**src/verilog/pin_config_pkg.sv**
```systemverilog
/*
 pin_config_pkg: register offsets, field positions, reset values and
 code points of the general pin configuration block.
 assumes: included ahead of pin_config.sv.
*/
package pin_config_pkg;

    // ------------------------------------------------------------
    // register byte addresses (index times four)
    // ------------------------------------------------------------
    localparam logic [7:0] idx_pin_one_config = 8'h2f;
    localparam logic [7:0] idx_pin_two_config = 8'h30;
    localparam logic [9:0] adr_pin_one_config = {idx_pin_one_config, 2'b00};
    localparam logic [9:0] adr_pin_two_config = {idx_pin_two_config, 2'b00};
    localparam logic [9:0] adr_irq_status = 10'h100;
    localparam logic [9:0] adr_irq_enable = 10'h104;
    localparam logic [9:0] adr_irq_clear = 10'h108;
    localparam logic [9:0] adr_pin_status = 10'h10c;

    // ------------------------------------------------------------
    // field positions of a pin configuration register
    // ------------------------------------------------------------
    localparam int pos_addr_sel = 6;
    localparam int pos_dir_sel = 5;
    localparam int pos_pull_hi = 4;
    localparam int pos_pull_lo = 2;
    localparam int pos_fault_hi = 1;
    localparam int pos_fault_lo = 0;

    // ------------------------------------------------------------
    // reset values
    // ------------------------------------------------------------
    localparam logic [7:0] rst_pin_config = 8'h30;
    localparam logic [1:0] rst_irq_enable = 2'h0;

    // ------------------------------------------------------------
    // code points
    // ------------------------------------------------------------
    localparam logic [2:0] pull_analog = 3'h0;
    localparam logic [2:0] pull_up_weak = 3'h2;
    localparam logic [2:0] pull_down_weak = 3'h4;
    localparam logic [2:0] pull_push_pull = 3'h5;
    localparam logic [1:0] fault_never = 2'h0;
    localparam logic [1:0] fault_on_low = 2'h1;
    localparam logic [1:0] fault_on_high = 2'h2;

    // ahb-lite transfer types
    localparam logic [1:0] htrans_nonseq = 2'h2;
    localparam logic [1:0] htrans_seq = 2'h3;

endpackage

```
**src/verilog/pin_config.sv**
```systemverilog
/*
 pin_config: configuration and fault logic for general pins one and two,
 with an ahb-lite register slave and a level interrupt on fault events.
 assumes: one clock clk_sys, synchronous reset; pad cells outside take
 the pull and drive controls; fault reporting consumes fault_* outputs.
*/
// Chosen here: register access over AHB-Lite.
// Function
// - address select bit routes pin to addressing
// - direction bit: 0 output, 1 input
// - pull code 000: analog, no pulls
// - pull code 010: weak pull-up
// - pull code 100: weak pull-down, input only
// - pull code 101: push-pull, output only
// - fault field: never, low, high
// - registers at 0x2F and 0x30, same layout
// - pull field sits in bits 4:2
`timescale 1ns/1ns
`default_nettype none
module pin_config
    import pin_config_pkg::*;
(
    // clock and reset
    input wire logic clk_sys,
    input wire logic reset,
    // ahb-lite slave
    input wire logic hsel,
    input wire logic [31:0] haddr,
    input wire logic [1:0] htrans,
    input wire logic hwrite,
    input wire logic [2:0] hsize,
    input wire logic [31:0] hwdata,
    input wire logic hready,
    output logic [31:0] hrdata,
    output logic hreadyout,
    output logic hresp,
    // pin one pad
    input wire logic pin_one_in,
    output logic pin_one_out,
    output logic pin_one_oe,
    output logic pin_one_pull_up,
    output logic pin_one_pull_down,
    output logic pin_one_analog,
    output logic pin_one_addr_use,
    // pin two pad
    input wire logic pin_two_in,
    output logic pin_two_out,
    output logic pin_two_oe,
    output logic pin_two_pull_up,
    output logic pin_two_pull_down,
    output logic pin_two_analog,
    output logic pin_two_addr_use,
    // drive levels and addressing
    input wire logic pin_one_drive,
    input wire logic pin_two_drive,
    output logic pin_one_addr_bit,
    output logic pin_two_addr_bit,
    // fault and interrupt
    output logic fault_pin_one,
    output logic fault_pin_two,
    output logic irq
);

    // ------------------------------------------------------------
    // bus address phase capture
    // ------------------------------------------------------------
    logic wr_pend_r;
    logic [9:0] wr_addr_r;
    logic [31:0] rdata_r;
    logic [7:0] pin_one_config_r;
    logic [7:0] pin_two_config_r;
    logic [1:0] irq_status_r;
    logic [1:0] irq_enable_r;
    logic [1:0] sync_a_r;
    logic [1:0] sync_b_r;
    logic [1:0] fault_r;
    logic [1:0] fault_q_r;
    logic [1:0] analog_r;
    logic [1:0] pull_up_r;
    logic [1:0] pull_down_r;
    logic [1:0] oe_r;
    logic [1:0] out_r;
    logic [1:0] addr_use_r;
    logic [1:0] addr_bit_r;

    wire logic [9:0] bus_addr = haddr[9:0];
    wire logic in_range = (haddr[31:10] == 22'h0);
    wire logic valid_xfer = hsel & hready & htrans[1];
    wire logic bus_wr = valid_xfer & hwrite & in_range;
    wire logic bus_rd = valid_xfer & ~hwrite;

    // ------------------------------------------------------------
    // write decode (data phase)
    // ------------------------------------------------------------
    // register address decode
    wire logic wr_one = wr_pend_r & (wr_addr_r == adr_pin_one_config);
    wire logic wr_two = wr_pend_r & (wr_addr_r == adr_pin_two_config);
    wire logic wr_en = wr_pend_r & (wr_addr_r == adr_irq_enable);
    wire logic wr_clr = wr_pend_r & (wr_addr_r == adr_irq_clear);

    // spare bit 7 is not stored and reads zero
    wire logic [7:0] cfg_wdata = {1'b0, hwdata[6:0]};

    // ------------------------------------------------------------
    // read mux (registered into data phase)
    // ------------------------------------------------------------
    wire logic [31:0] rd_mux =
        !in_range ? 32'h0 :
        (bus_addr == adr_pin_one_config) ? {24'h0, pin_one_config_r} :
        (bus_addr == adr_pin_two_config) ? {24'h0, pin_two_config_r} :
        (bus_addr == adr_irq_status) ? {30'h0, irq_status_r} :
        (bus_addr == adr_irq_enable) ? {30'h0, irq_enable_r} :
        (bus_addr == adr_pin_status) ? {28'h0, fault_r, sync_b_r} :
        32'h0;

    always_ff @(posedge clk_sys)
    begin
        if (reset)
        begin
            wr_pend_r <= 1'b0;
            wr_addr_r <= 10'h0;
            rdata_r <= 32'h0;
        end
        else
        begin
            wr_pend_r <= bus_wr;
            wr_addr_r <= bus_addr;
            if (bus_rd)
                rdata_r <= rd_mux;
        end
    end

    assign hrdata = rdata_r;
    assign hreadyout = 1'b1;
    assign hresp = 1'b0;

    // ------------------------------------------------------------
    // configuration registers
    // ------------------------------------------------------------
    always_ff @(posedge clk_sys)
    begin
        if (reset)
        begin
            pin_one_config_r <= rst_pin_config;
            pin_two_config_r <= rst_pin_config;
        end
        else
        begin
            if (wr_one)
                pin_one_config_r <= cfg_wdata;
            if (wr_two)
                pin_two_config_r <= cfg_wdata;
        end
    end

    // ------------------------------------------------------------
    // field extraction
    // ------------------------------------------------------------
    // pull field bits 4:2
    wire logic [2:0] pull_one = pin_one_config_r[pos_pull_hi:pos_pull_lo];
    wire logic [2:0] pull_two = pin_two_config_r[pos_pull_hi:pos_pull_lo];
    wire logic [1:0] flt_one = pin_one_config_r[pos_fault_hi:pos_fault_lo];
    wire logic [1:0] flt_two = pin_two_config_r[pos_fault_hi:pos_fault_lo];
    wire logic dir_one = pin_one_config_r[pos_dir_sel];
    wire logic dir_two = pin_two_config_r[pos_dir_sel];

    // ------------------------------------------------------------
    // pad control
    // ------------------------------------------------------------
    // analog mode, no pulls
    wire logic [1:0] analog_nxt = {pull_two == pull_analog,
        pull_one == pull_analog};
    wire logic [1:0] pull_up_nxt = {pull_two == pull_up_weak,
        pull_one == pull_up_weak};
    wire logic [1:0] pull_down_nxt = {(pull_two == pull_down_weak) & dir_two,
        (pull_one == pull_down_weak) & dir_one};
    wire logic [1:0] oe_nxt = {~dir_two & (pull_two == pull_push_pull),
        ~dir_one & (pull_one == pull_push_pull)};
    wire logic [1:0] out_nxt = {pin_two_drive, pin_one_drive} & oe_nxt;
    wire logic [1:0] addr_use_nxt = {pin_two_config_r[pos_addr_sel],
        pin_one_config_r[pos_addr_sel]};
    wire logic [1:0] addr_bit_nxt = addr_use_nxt & sync_b_r;

    // pads leave reset already in the reset configuration
    wire logic [2:0] rst_pull = rst_pin_config[pos_pull_hi:pos_pull_lo];
    wire logic rst_dir = rst_pin_config[pos_dir_sel];
    wire logic rst_addr = rst_pin_config[pos_addr_sel];

    // ------------------------------------------------------------
    // pad control registers
    // ------------------------------------------------------------
    // one flop of delay keeps decode glitches off the pads
    always_ff @(posedge clk_sys)
    begin
        if (reset)
        begin
            analog_r <= {2{rst_pull == pull_analog}};
            pull_up_r <= {2{rst_pull == pull_up_weak}};
            pull_down_r <= {2{(rst_pull == pull_down_weak) & rst_dir}};
            oe_r <= {2{~rst_dir & (rst_pull == pull_push_pull)}};
        end
        else
        begin
            analog_r <= analog_nxt;
            pull_up_r <= pull_up_nxt;
            pull_down_r <= pull_down_nxt;
            oe_r <= oe_nxt;
        end
    end

    // address bit registered with its use
    always_ff @(posedge clk_sys)
    begin
        if (reset)
        begin
            out_r <= 2'h0;
            addr_use_r <= {2{rst_addr}};
            addr_bit_r <= 2'h0;
        end
        else
        begin
            out_r <= out_nxt;
            addr_use_r <= addr_use_nxt;
            addr_bit_r <= addr_bit_nxt;
        end
    end

    assign pin_one_analog = analog_r[0];
    assign pin_two_analog = analog_r[1];
    assign pin_one_pull_up = pull_up_r[0];
    assign pin_two_pull_up = pull_up_r[1];
    assign pin_one_pull_down = pull_down_r[0];
    assign pin_two_pull_down = pull_down_r[1];
    assign pin_one_oe = oe_r[0];
    assign pin_two_oe = oe_r[1];
    assign pin_one_out = out_r[0];
    assign pin_two_out = out_r[1];
    assign pin_one_addr_use = addr_use_r[0];
    assign pin_two_addr_use = addr_use_r[1];
    assign pin_one_addr_bit = addr_bit_r[0];
    assign pin_two_addr_bit = addr_bit_r[1];

    // ------------------------------------------------------------
    // pin sampling and fault compare
    // ------------------------------------------------------------
    // two-flop pin synchroniser
    always_ff @(posedge clk_sys)
    begin
        if (reset)
        begin
            sync_a_r <= 2'h0;
            sync_b_r <= 2'h0;
        end
        else
        begin
            sync_a_r <= {pin_two_in, pin_one_in};
            sync_b_r <= sync_a_r;
        end
    end

    // fault level select; reserved 11 never faults
    wire logic flt_one_nxt = (flt_one == fault_on_low) ? ~sync_b_r[0] :
                             (flt_one == fault_on_high) ? sync_b_r[0] :
                             1'b0;
    wire logic flt_two_nxt = (flt_two == fault_on_low) ? ~sync_b_r[1] :
                             (flt_two == fault_on_high) ? sync_b_r[1] :
                             1'b0;

    always_ff @(posedge clk_sys)
    begin
        if (reset)
        begin
            fault_r <= 2'h0;
            fault_q_r <= 2'h0;
        end
        else
        begin
            fault_r <= {flt_two_nxt, flt_one_nxt};
            fault_q_r <= fault_r;
        end
    end

    assign fault_pin_one = fault_r[0];
    assign fault_pin_two = fault_r[1];

    // ------------------------------------------------------------
    // interrupt: sticky on fault rising edge, set beats clear
    // ------------------------------------------------------------
    wire logic [1:0] irq_set = fault_r & ~fault_q_r;
    wire logic [1:0] irq_clr = wr_clr ? hwdata[1:0] : 2'h0;
    wire logic [1:0] irq_status_nxt = irq_set | (irq_status_r & ~irq_clr);

    always_ff @(posedge clk_sys)
    begin
        if (reset)
        begin
            irq_status_r <= 2'h0;
            irq_enable_r <= rst_irq_enable;
        end
        else
        begin
            irq_status_r <= irq_status_nxt;
            if (wr_en)
                irq_enable_r <= hwdata[1:0];
        end
    end

    assign irq = |(irq_status_r & irq_enable_r);

endmodule
`default_nettype wire

```
**config.mk**
```make
export PLATFORM = sky130hd
export DESIGN_NAME = pin_config
export DESIGN_NICKNAME = d
export VERILOG_FILES = /design/src/verilog/pin_config_pkg.sv /design/src/verilog/pin_config.sv
export SDC_FILE = /design/constraint.sdc
export NUM_CORES = 1
export LEC_CHECK = 0
export BUFFER_PORTS_ARGS = -buffer_cell sky130_fd_sc_hd__buf_2
export CELL_PAD_IN_SITES_DETAIL_PLACEMENT = 2
export CELL_PAD_IN_SITES_GLOBAL_PLACEMENT = 2
export CORE_ASPECT_RATIO = 1.1
export CORE_MARGIN = 10
export CORE_UTILIZATION = 27
export CTS_CLUSTER_SIZE = 28
export DETAILED_ROUTE_END_ITERATION = 16
export PLACE_DENSITY_LB_ADDON = 0.1
export SYNTH_ARGS = -nofsm -noshare
export SYNTH_HDL_FRONTEND = slang
export SYNTH_SLANG_ARGS = --single-unit
```
**constraint.sdc**
```tcl
create_clock -name clk_sys -period 3.02 [get_ports clk_sys]
set_clock_uncertainty 0.15 [all_clocks]
set_input_delay 0.302 -clock clk_sys [delete_from_list [all_inputs] [get_ports clk_sys]]
set_output_delay 0.302 -clock clk_sys [all_outputs]
set_load 0.03 [all_outputs]
```
; Yosys cells after proc, flatten, opt, wreduce, memory -nomap -nowiden
; Index checks and enable logic that the tools add are counted.
; Widths: inputs -> output; s select.
[word_totals]
regBits = 83
input_bits = 78
output_inout_bits = 51
elab_cells = 78
[op_classes]
n_eq_ne = 19
n_mux = 11
bitwise = 26
reduce_logical = 4
[ops]
columns = op, count
row1 = $eq 10x9->1 const B, 5
row2 = $eq 10x8->1 const B, 4
row3 = $logic_not 22->1, 1
row4 = $mux 7, 3
row5 = $and 1x1->1, 13
row6 = $eq 3x3->1 const B, 4
row7 = $mux 4, 3
row8 = $and 2x2->2, 5
row9 = $eq 3x2->1 const B, 2
row10 = $logic_not 3->1, 2
row11 = $not 1->1, 5
row12 = $eq 2x1->1 const B, 2
row13 = $eq 2x2->1 const B, 2
row14 = $mux 1, 4
row15 = $not 2->2, 2
row16 = $mux 2, 1
row17 = $or 2x2->2, 1
row18 = $reduce_or 2->1, 1

; Logic depth before layout (Yosys ltp)
[logic_depth]
word_depth = 7
ltp_mapped = 5
mapped_depth_nobuf = 4

; Worst setup path after synthesis
; No wires, ideal clock.
[synth_path]
path_kind = flip-flop to flip-flop
from = register wr_addr_r[1]
to = register pin_one_config_r[4]
setup_ns = 0.120
arrival_ns = 1.785
required_ns = 2.750
slack_ns = 0.965
stages_incl_launch_ff = 5
path_buffers = 1
period_less_slack_ns = 2.055
cell_sequence = dfxtp_1 -> or4b_4 -> or4_4 -> buf_6 -> a211o_1
[synth_via]
elab_chain_cells = 2
[synth_lines]
columns = item, line_no
row1 = from (decl), pin_config.sv:68  ; logic [9:0] wr_addr_r;
row2 = from (signal assigned), pin_config.sv:127  ; wr_addr_r <= bus_addr;
row3 = $eq 10x8->1, pin_config.sv:96  ; wire logic wr_one = wr_pend_r & (wr_addr_r == adr_pin_one_config);
row4 = $and 1x1->1, pin_config.sv:96
row5 = to (signal assigned), pin_config.sv:144  ; pin_one_config_r <= rst_pin_config;
row6 = to (signal assigned), pin_config.sv:150  ; pin_one_config_r <= cfg_wdata;
row7 = to (decl), pin_config.sv:70  ; logic [7:0] pin_one_config_r;
; No other way between the ends.
; A chain may end at the register's enable or synchronous reset.

; Worst setup path in the final report
[layout_path]
from = register wr_addr_r[1]
to = register pin_two_config_r[5]
[layout_via]
elab_chain_cells = 2
[layout_lines]
columns = item, line_no
row1 = $eq 10x8->1, pin_config.sv:97  ; wire logic wr_two = wr_pend_r & (wr_addr_r == adr_pin_two_config);
row2 = $and 1x1->1, pin_config.sv:97
row3 = to (signal assigned), pin_config.sv:145  ; pin_two_config_r <= rst_pin_config;
row4 = to (signal assigned), pin_config.sv:152  ; pin_two_config_r <= cfg_wdata;
row5 = to (decl), pin_config.sv:71  ; logic [7:0] pin_two_config_r;
; No other way between the ends.

==> metrics.md <==
| Metric | Value |
|---|---|
| N_diodes | `0` |
| Post-placement cell area | `2794 um2` |
| Hold_sp | `pin_two_drive` |
| Top Usage Layer GRT | `met2` |
| Final hold viol count | `0` |
| Register area share after synthesis | `48.06%` |
| Most frequent cells in the layout | `72 x buf_2, 58 x dfxtp_1, 27 x conb_1` |
| Status | `completed` |
| Initial DRC Count | `40` |
| DR WL/cell | `17.13 um` |
| Post-CTS Hold Buffers | `0` |
| Area leader, netlist | `dfxtp_1` |
| Period utilisation layout | `74.07%` |
| Max_cap viols | `0` |
| Core ar. | `8783 um2` |
| I/O Buffers | `72` |
| Yosys reg bits | `58` |
| Worst Setup SP | `wr_addr_r[1]` |
| Post-CTS Resized | `0` |
| Switch Pwr | `0.4147 mW` |
| Switching share of total power | `25.51%` |
| EDFF count, synth | `0` |
| WL final | `7522 um` |
| P_leak | `1.297 nW` |
| Crit path max fanout | `9` |
| Hold endpoint | `out_r[1]` |
| Internal power | `1.211 mW` |
| Cells after Synth | `244` |
| Top FF cell, synth | `dfxtp_1` |
| Slowest cell on crit path | `nor4_4` |
| Max_slew headroom | `50.48%` |
| Total GRT Usage | `11.58%` |
| Via density | `4.544` |
| Cell variety after synth | `38` |
| Skew-Pair Late Insertion Delay | `0.33 ns` |
| Clk slew on worst S/H paths | `0.07 ns` |
| CTS Buffer Depth | `2` |
| Hpwl dp | `5849 um` |
| Post-CTS Setup Inserts | `0` |
| Slew Viols, Final | `0` |
| Ys Warns | `0` |
| Layout cells sized above 1 | `31.08%` |
| Clock network power share | `44.4%` |
| Worst hold path class | `in -> reg` |
| Part of the power in registers | `48.2%` |
| Async set-reset flop share out of synthesis | `0%` |
| Crit path DAT | `2.31 ns` |
| Gpl congestion | `0.7948` |
| Total global routing overflow | `0` |
| P per Cell Area | `543.9 nW/um2` |
| Setup violations, final | `0` |
| Combinational Power Share | `7.4%` |
| Root Buffer | `clkbuf_8` |
| Least-Margin Pin Slew | `0.7373 ns` |
| Top-level I/O count | `129` |
| First-pass GRT wire length | `11830 um` |
| Standard-cell row count | `36` |
| Synthesized cell area | `2416 um2` |
| Reg2reg end | `pin_two_config_r[5]` |
| Most common cell after layout, fill and taps aside | `buf_2` |
| Clock sinks | `58` |
| Area grow syn2layout | `23.72%` |
| Top post-synthesis cells by area | `dfxtp_1 48%, buf_4 8.4%, nor2b_1 5.2%` |
| Routed Antenna Nets | `0` |
| Worst R2R Setup Slack | `0.78 ns` |
| GR Util met3 | `4.207%` |
| DR pass1 iterations | `4` |
| Fmax | `447.1 MHz` |
| Syn Area/Cell | `9.902 um2` |
| RSZ-0062 raised after global routing | `false` |
| Setup CP Type | `reg -> reg` |
| Crit start category | `flop` |
| Vias in the first global route | `2237` |
| CTS tree | `done` |
| Initial core utilization | `27.51%` |
| Die Wd | `110.2 um` |
| Die Ht | `119.2 um` |
| GR Util met2 | `17.58%` |
| Net count, final | `398` |
| Vias | `1995` |
| H-tree Lvls | `3` |
| Number of buffers created by CTS | `9` |
| Post-route setup TNS | `0 ns` |
| Critical path capture point type | `flop` |
| Fillers | `1020` |
| Largest net degree at the start of global routing | `27` |
| WP data required | `3.09 ns` |
| Initial antenna violation count | `0` |
| Top-area cell type share of the netlist area | `48.06%` |
| Fin area | `2989 um2` |
| Worst r2r path cells | `4` |
| Tmin final | `2.237 ns` |
| DRC viols | `0` |
| Max incr delay on CP | `0.69 ns` |
| Die area | `13140 um2` |
| Worst hold path depth | `2` |
| FF-to-FF Start | `wr_addr_r[1]` |
| GRT met1 Usage | `14.20%` |
| Worst-path cell chain | `or4b_4 > nor4_4 > nor2b_1 > a211o_1` |
| Worst IR Drop VDD | `0.2098 mV` |
Yosys cell counts (2+ instances only):
library cell and number:
nor4_1 14, a22o_1 9, inv_1 4, buf_4 27
nand2_1 8, nor2_1 22, a211o_1 4, dfxtp_1 58
nor4b_1 4, a221o_1 4, conb_1 2, nand4_1 5
nor3_1 2, mux2i_1 10, a32o_1 2, a21oi_1 6
a31o_2 4, clkbuf_1 5, mux2_2 2, nand2b_1 7
and2_1 6, o21ai_0 4, nor2b_1 20
layout make-up:
class	instances	area [um2]	share of cell area (%)
Multi-Input combinational cell	172	1092	36.54
Clock buffer	11	141.4	4.730
Inverter	4	15.01	0.5023
Timing Repair Buffer	75	382.9	12.81
Sequential cell	58	1161	38.84
Tap cell	114	142.6	4.772
Clock inverter	5	53.80	1.800
metrics by stage:
stage	power [mW]	utilization (%)	std cells	hold WS (ns)	setup WS (ns)
final	1.626	34.03	439	0.02183	0.7832
after global routing	1.704	34.03	439	0.01646	0.6718
after CTS	1.651	34.03	439	0.008359	0.7518
after detailed placement	0.9206	31.81	423	0.2844	0.7658
after global placement	0.9173	31.81	423	0.2668	0.7822
after floorplan	0.8963	-	269	0.2638	0.9653
how the worst max path moves through the flow:
stage,to,cells past startpoint
after CTS,pin_two_config_r[5],4
after floorplan,pin_one_config_r[4],4
after detailed placement,pin_two_config_r[5],4
after global placement,pin_two_config_r[5],4
after global routing,pin_two_config_r[5],4
final,pin_two_config_r[5],4
registers in the layout, indices dropped and copies added, names as in the netlist, 7 cells and up:
name	cells
wr_addr_r	10
pin_one_config_r	7
pin_two_config_r	7
hrdata	7
power by group through the flow:
stage / logic [mW] / clock network, mW / registers, mW
2_1_floorplan: 0.0995 / 0 / 0.797
3_3_place_gp: 0.117 / 0 / 0.800
3_5_place_dp: 0.120 / 0 / 0.800
4_1_cts: 0.121 / 0.748 / 0.783
5_1_grt: 0.134 / 0.786 / 0.784
6_report: 0.121 / 0.722 / 0.783
layer usage:
layer	share of wire, %	vias to the layer above
li1	-	967
met1	45	945
met2	45	75
met3	8.2	8
met4	1.6	0
met5	0	-
worst max-delay path: cells and delay by family (launching register included):
kind | cells | cell delay [ns]
AOI/OAI and AO/OA | 1 | 0.29
and+or+nand+nor | 3 | 1.37
DFF | 1 | 0.31
kinds of logic (layout without fill, tap and decap cells):
| group | count (synthesis) | in the layout | synth area share (%) |
|---|---|---|---|
| buf+inv | 39 | 95 | 10.62 |
| simple gates | 99 | 99 | 24.86 |
| compound gates | 34 | 34 | 11.08 |
| mux | 12 | 12 | 5.075 |
| other cells | 2 | 27 | 0.3108 |
| flops | 58 | 58 | 48.06 |
Power figures use the tool's default switching activity.
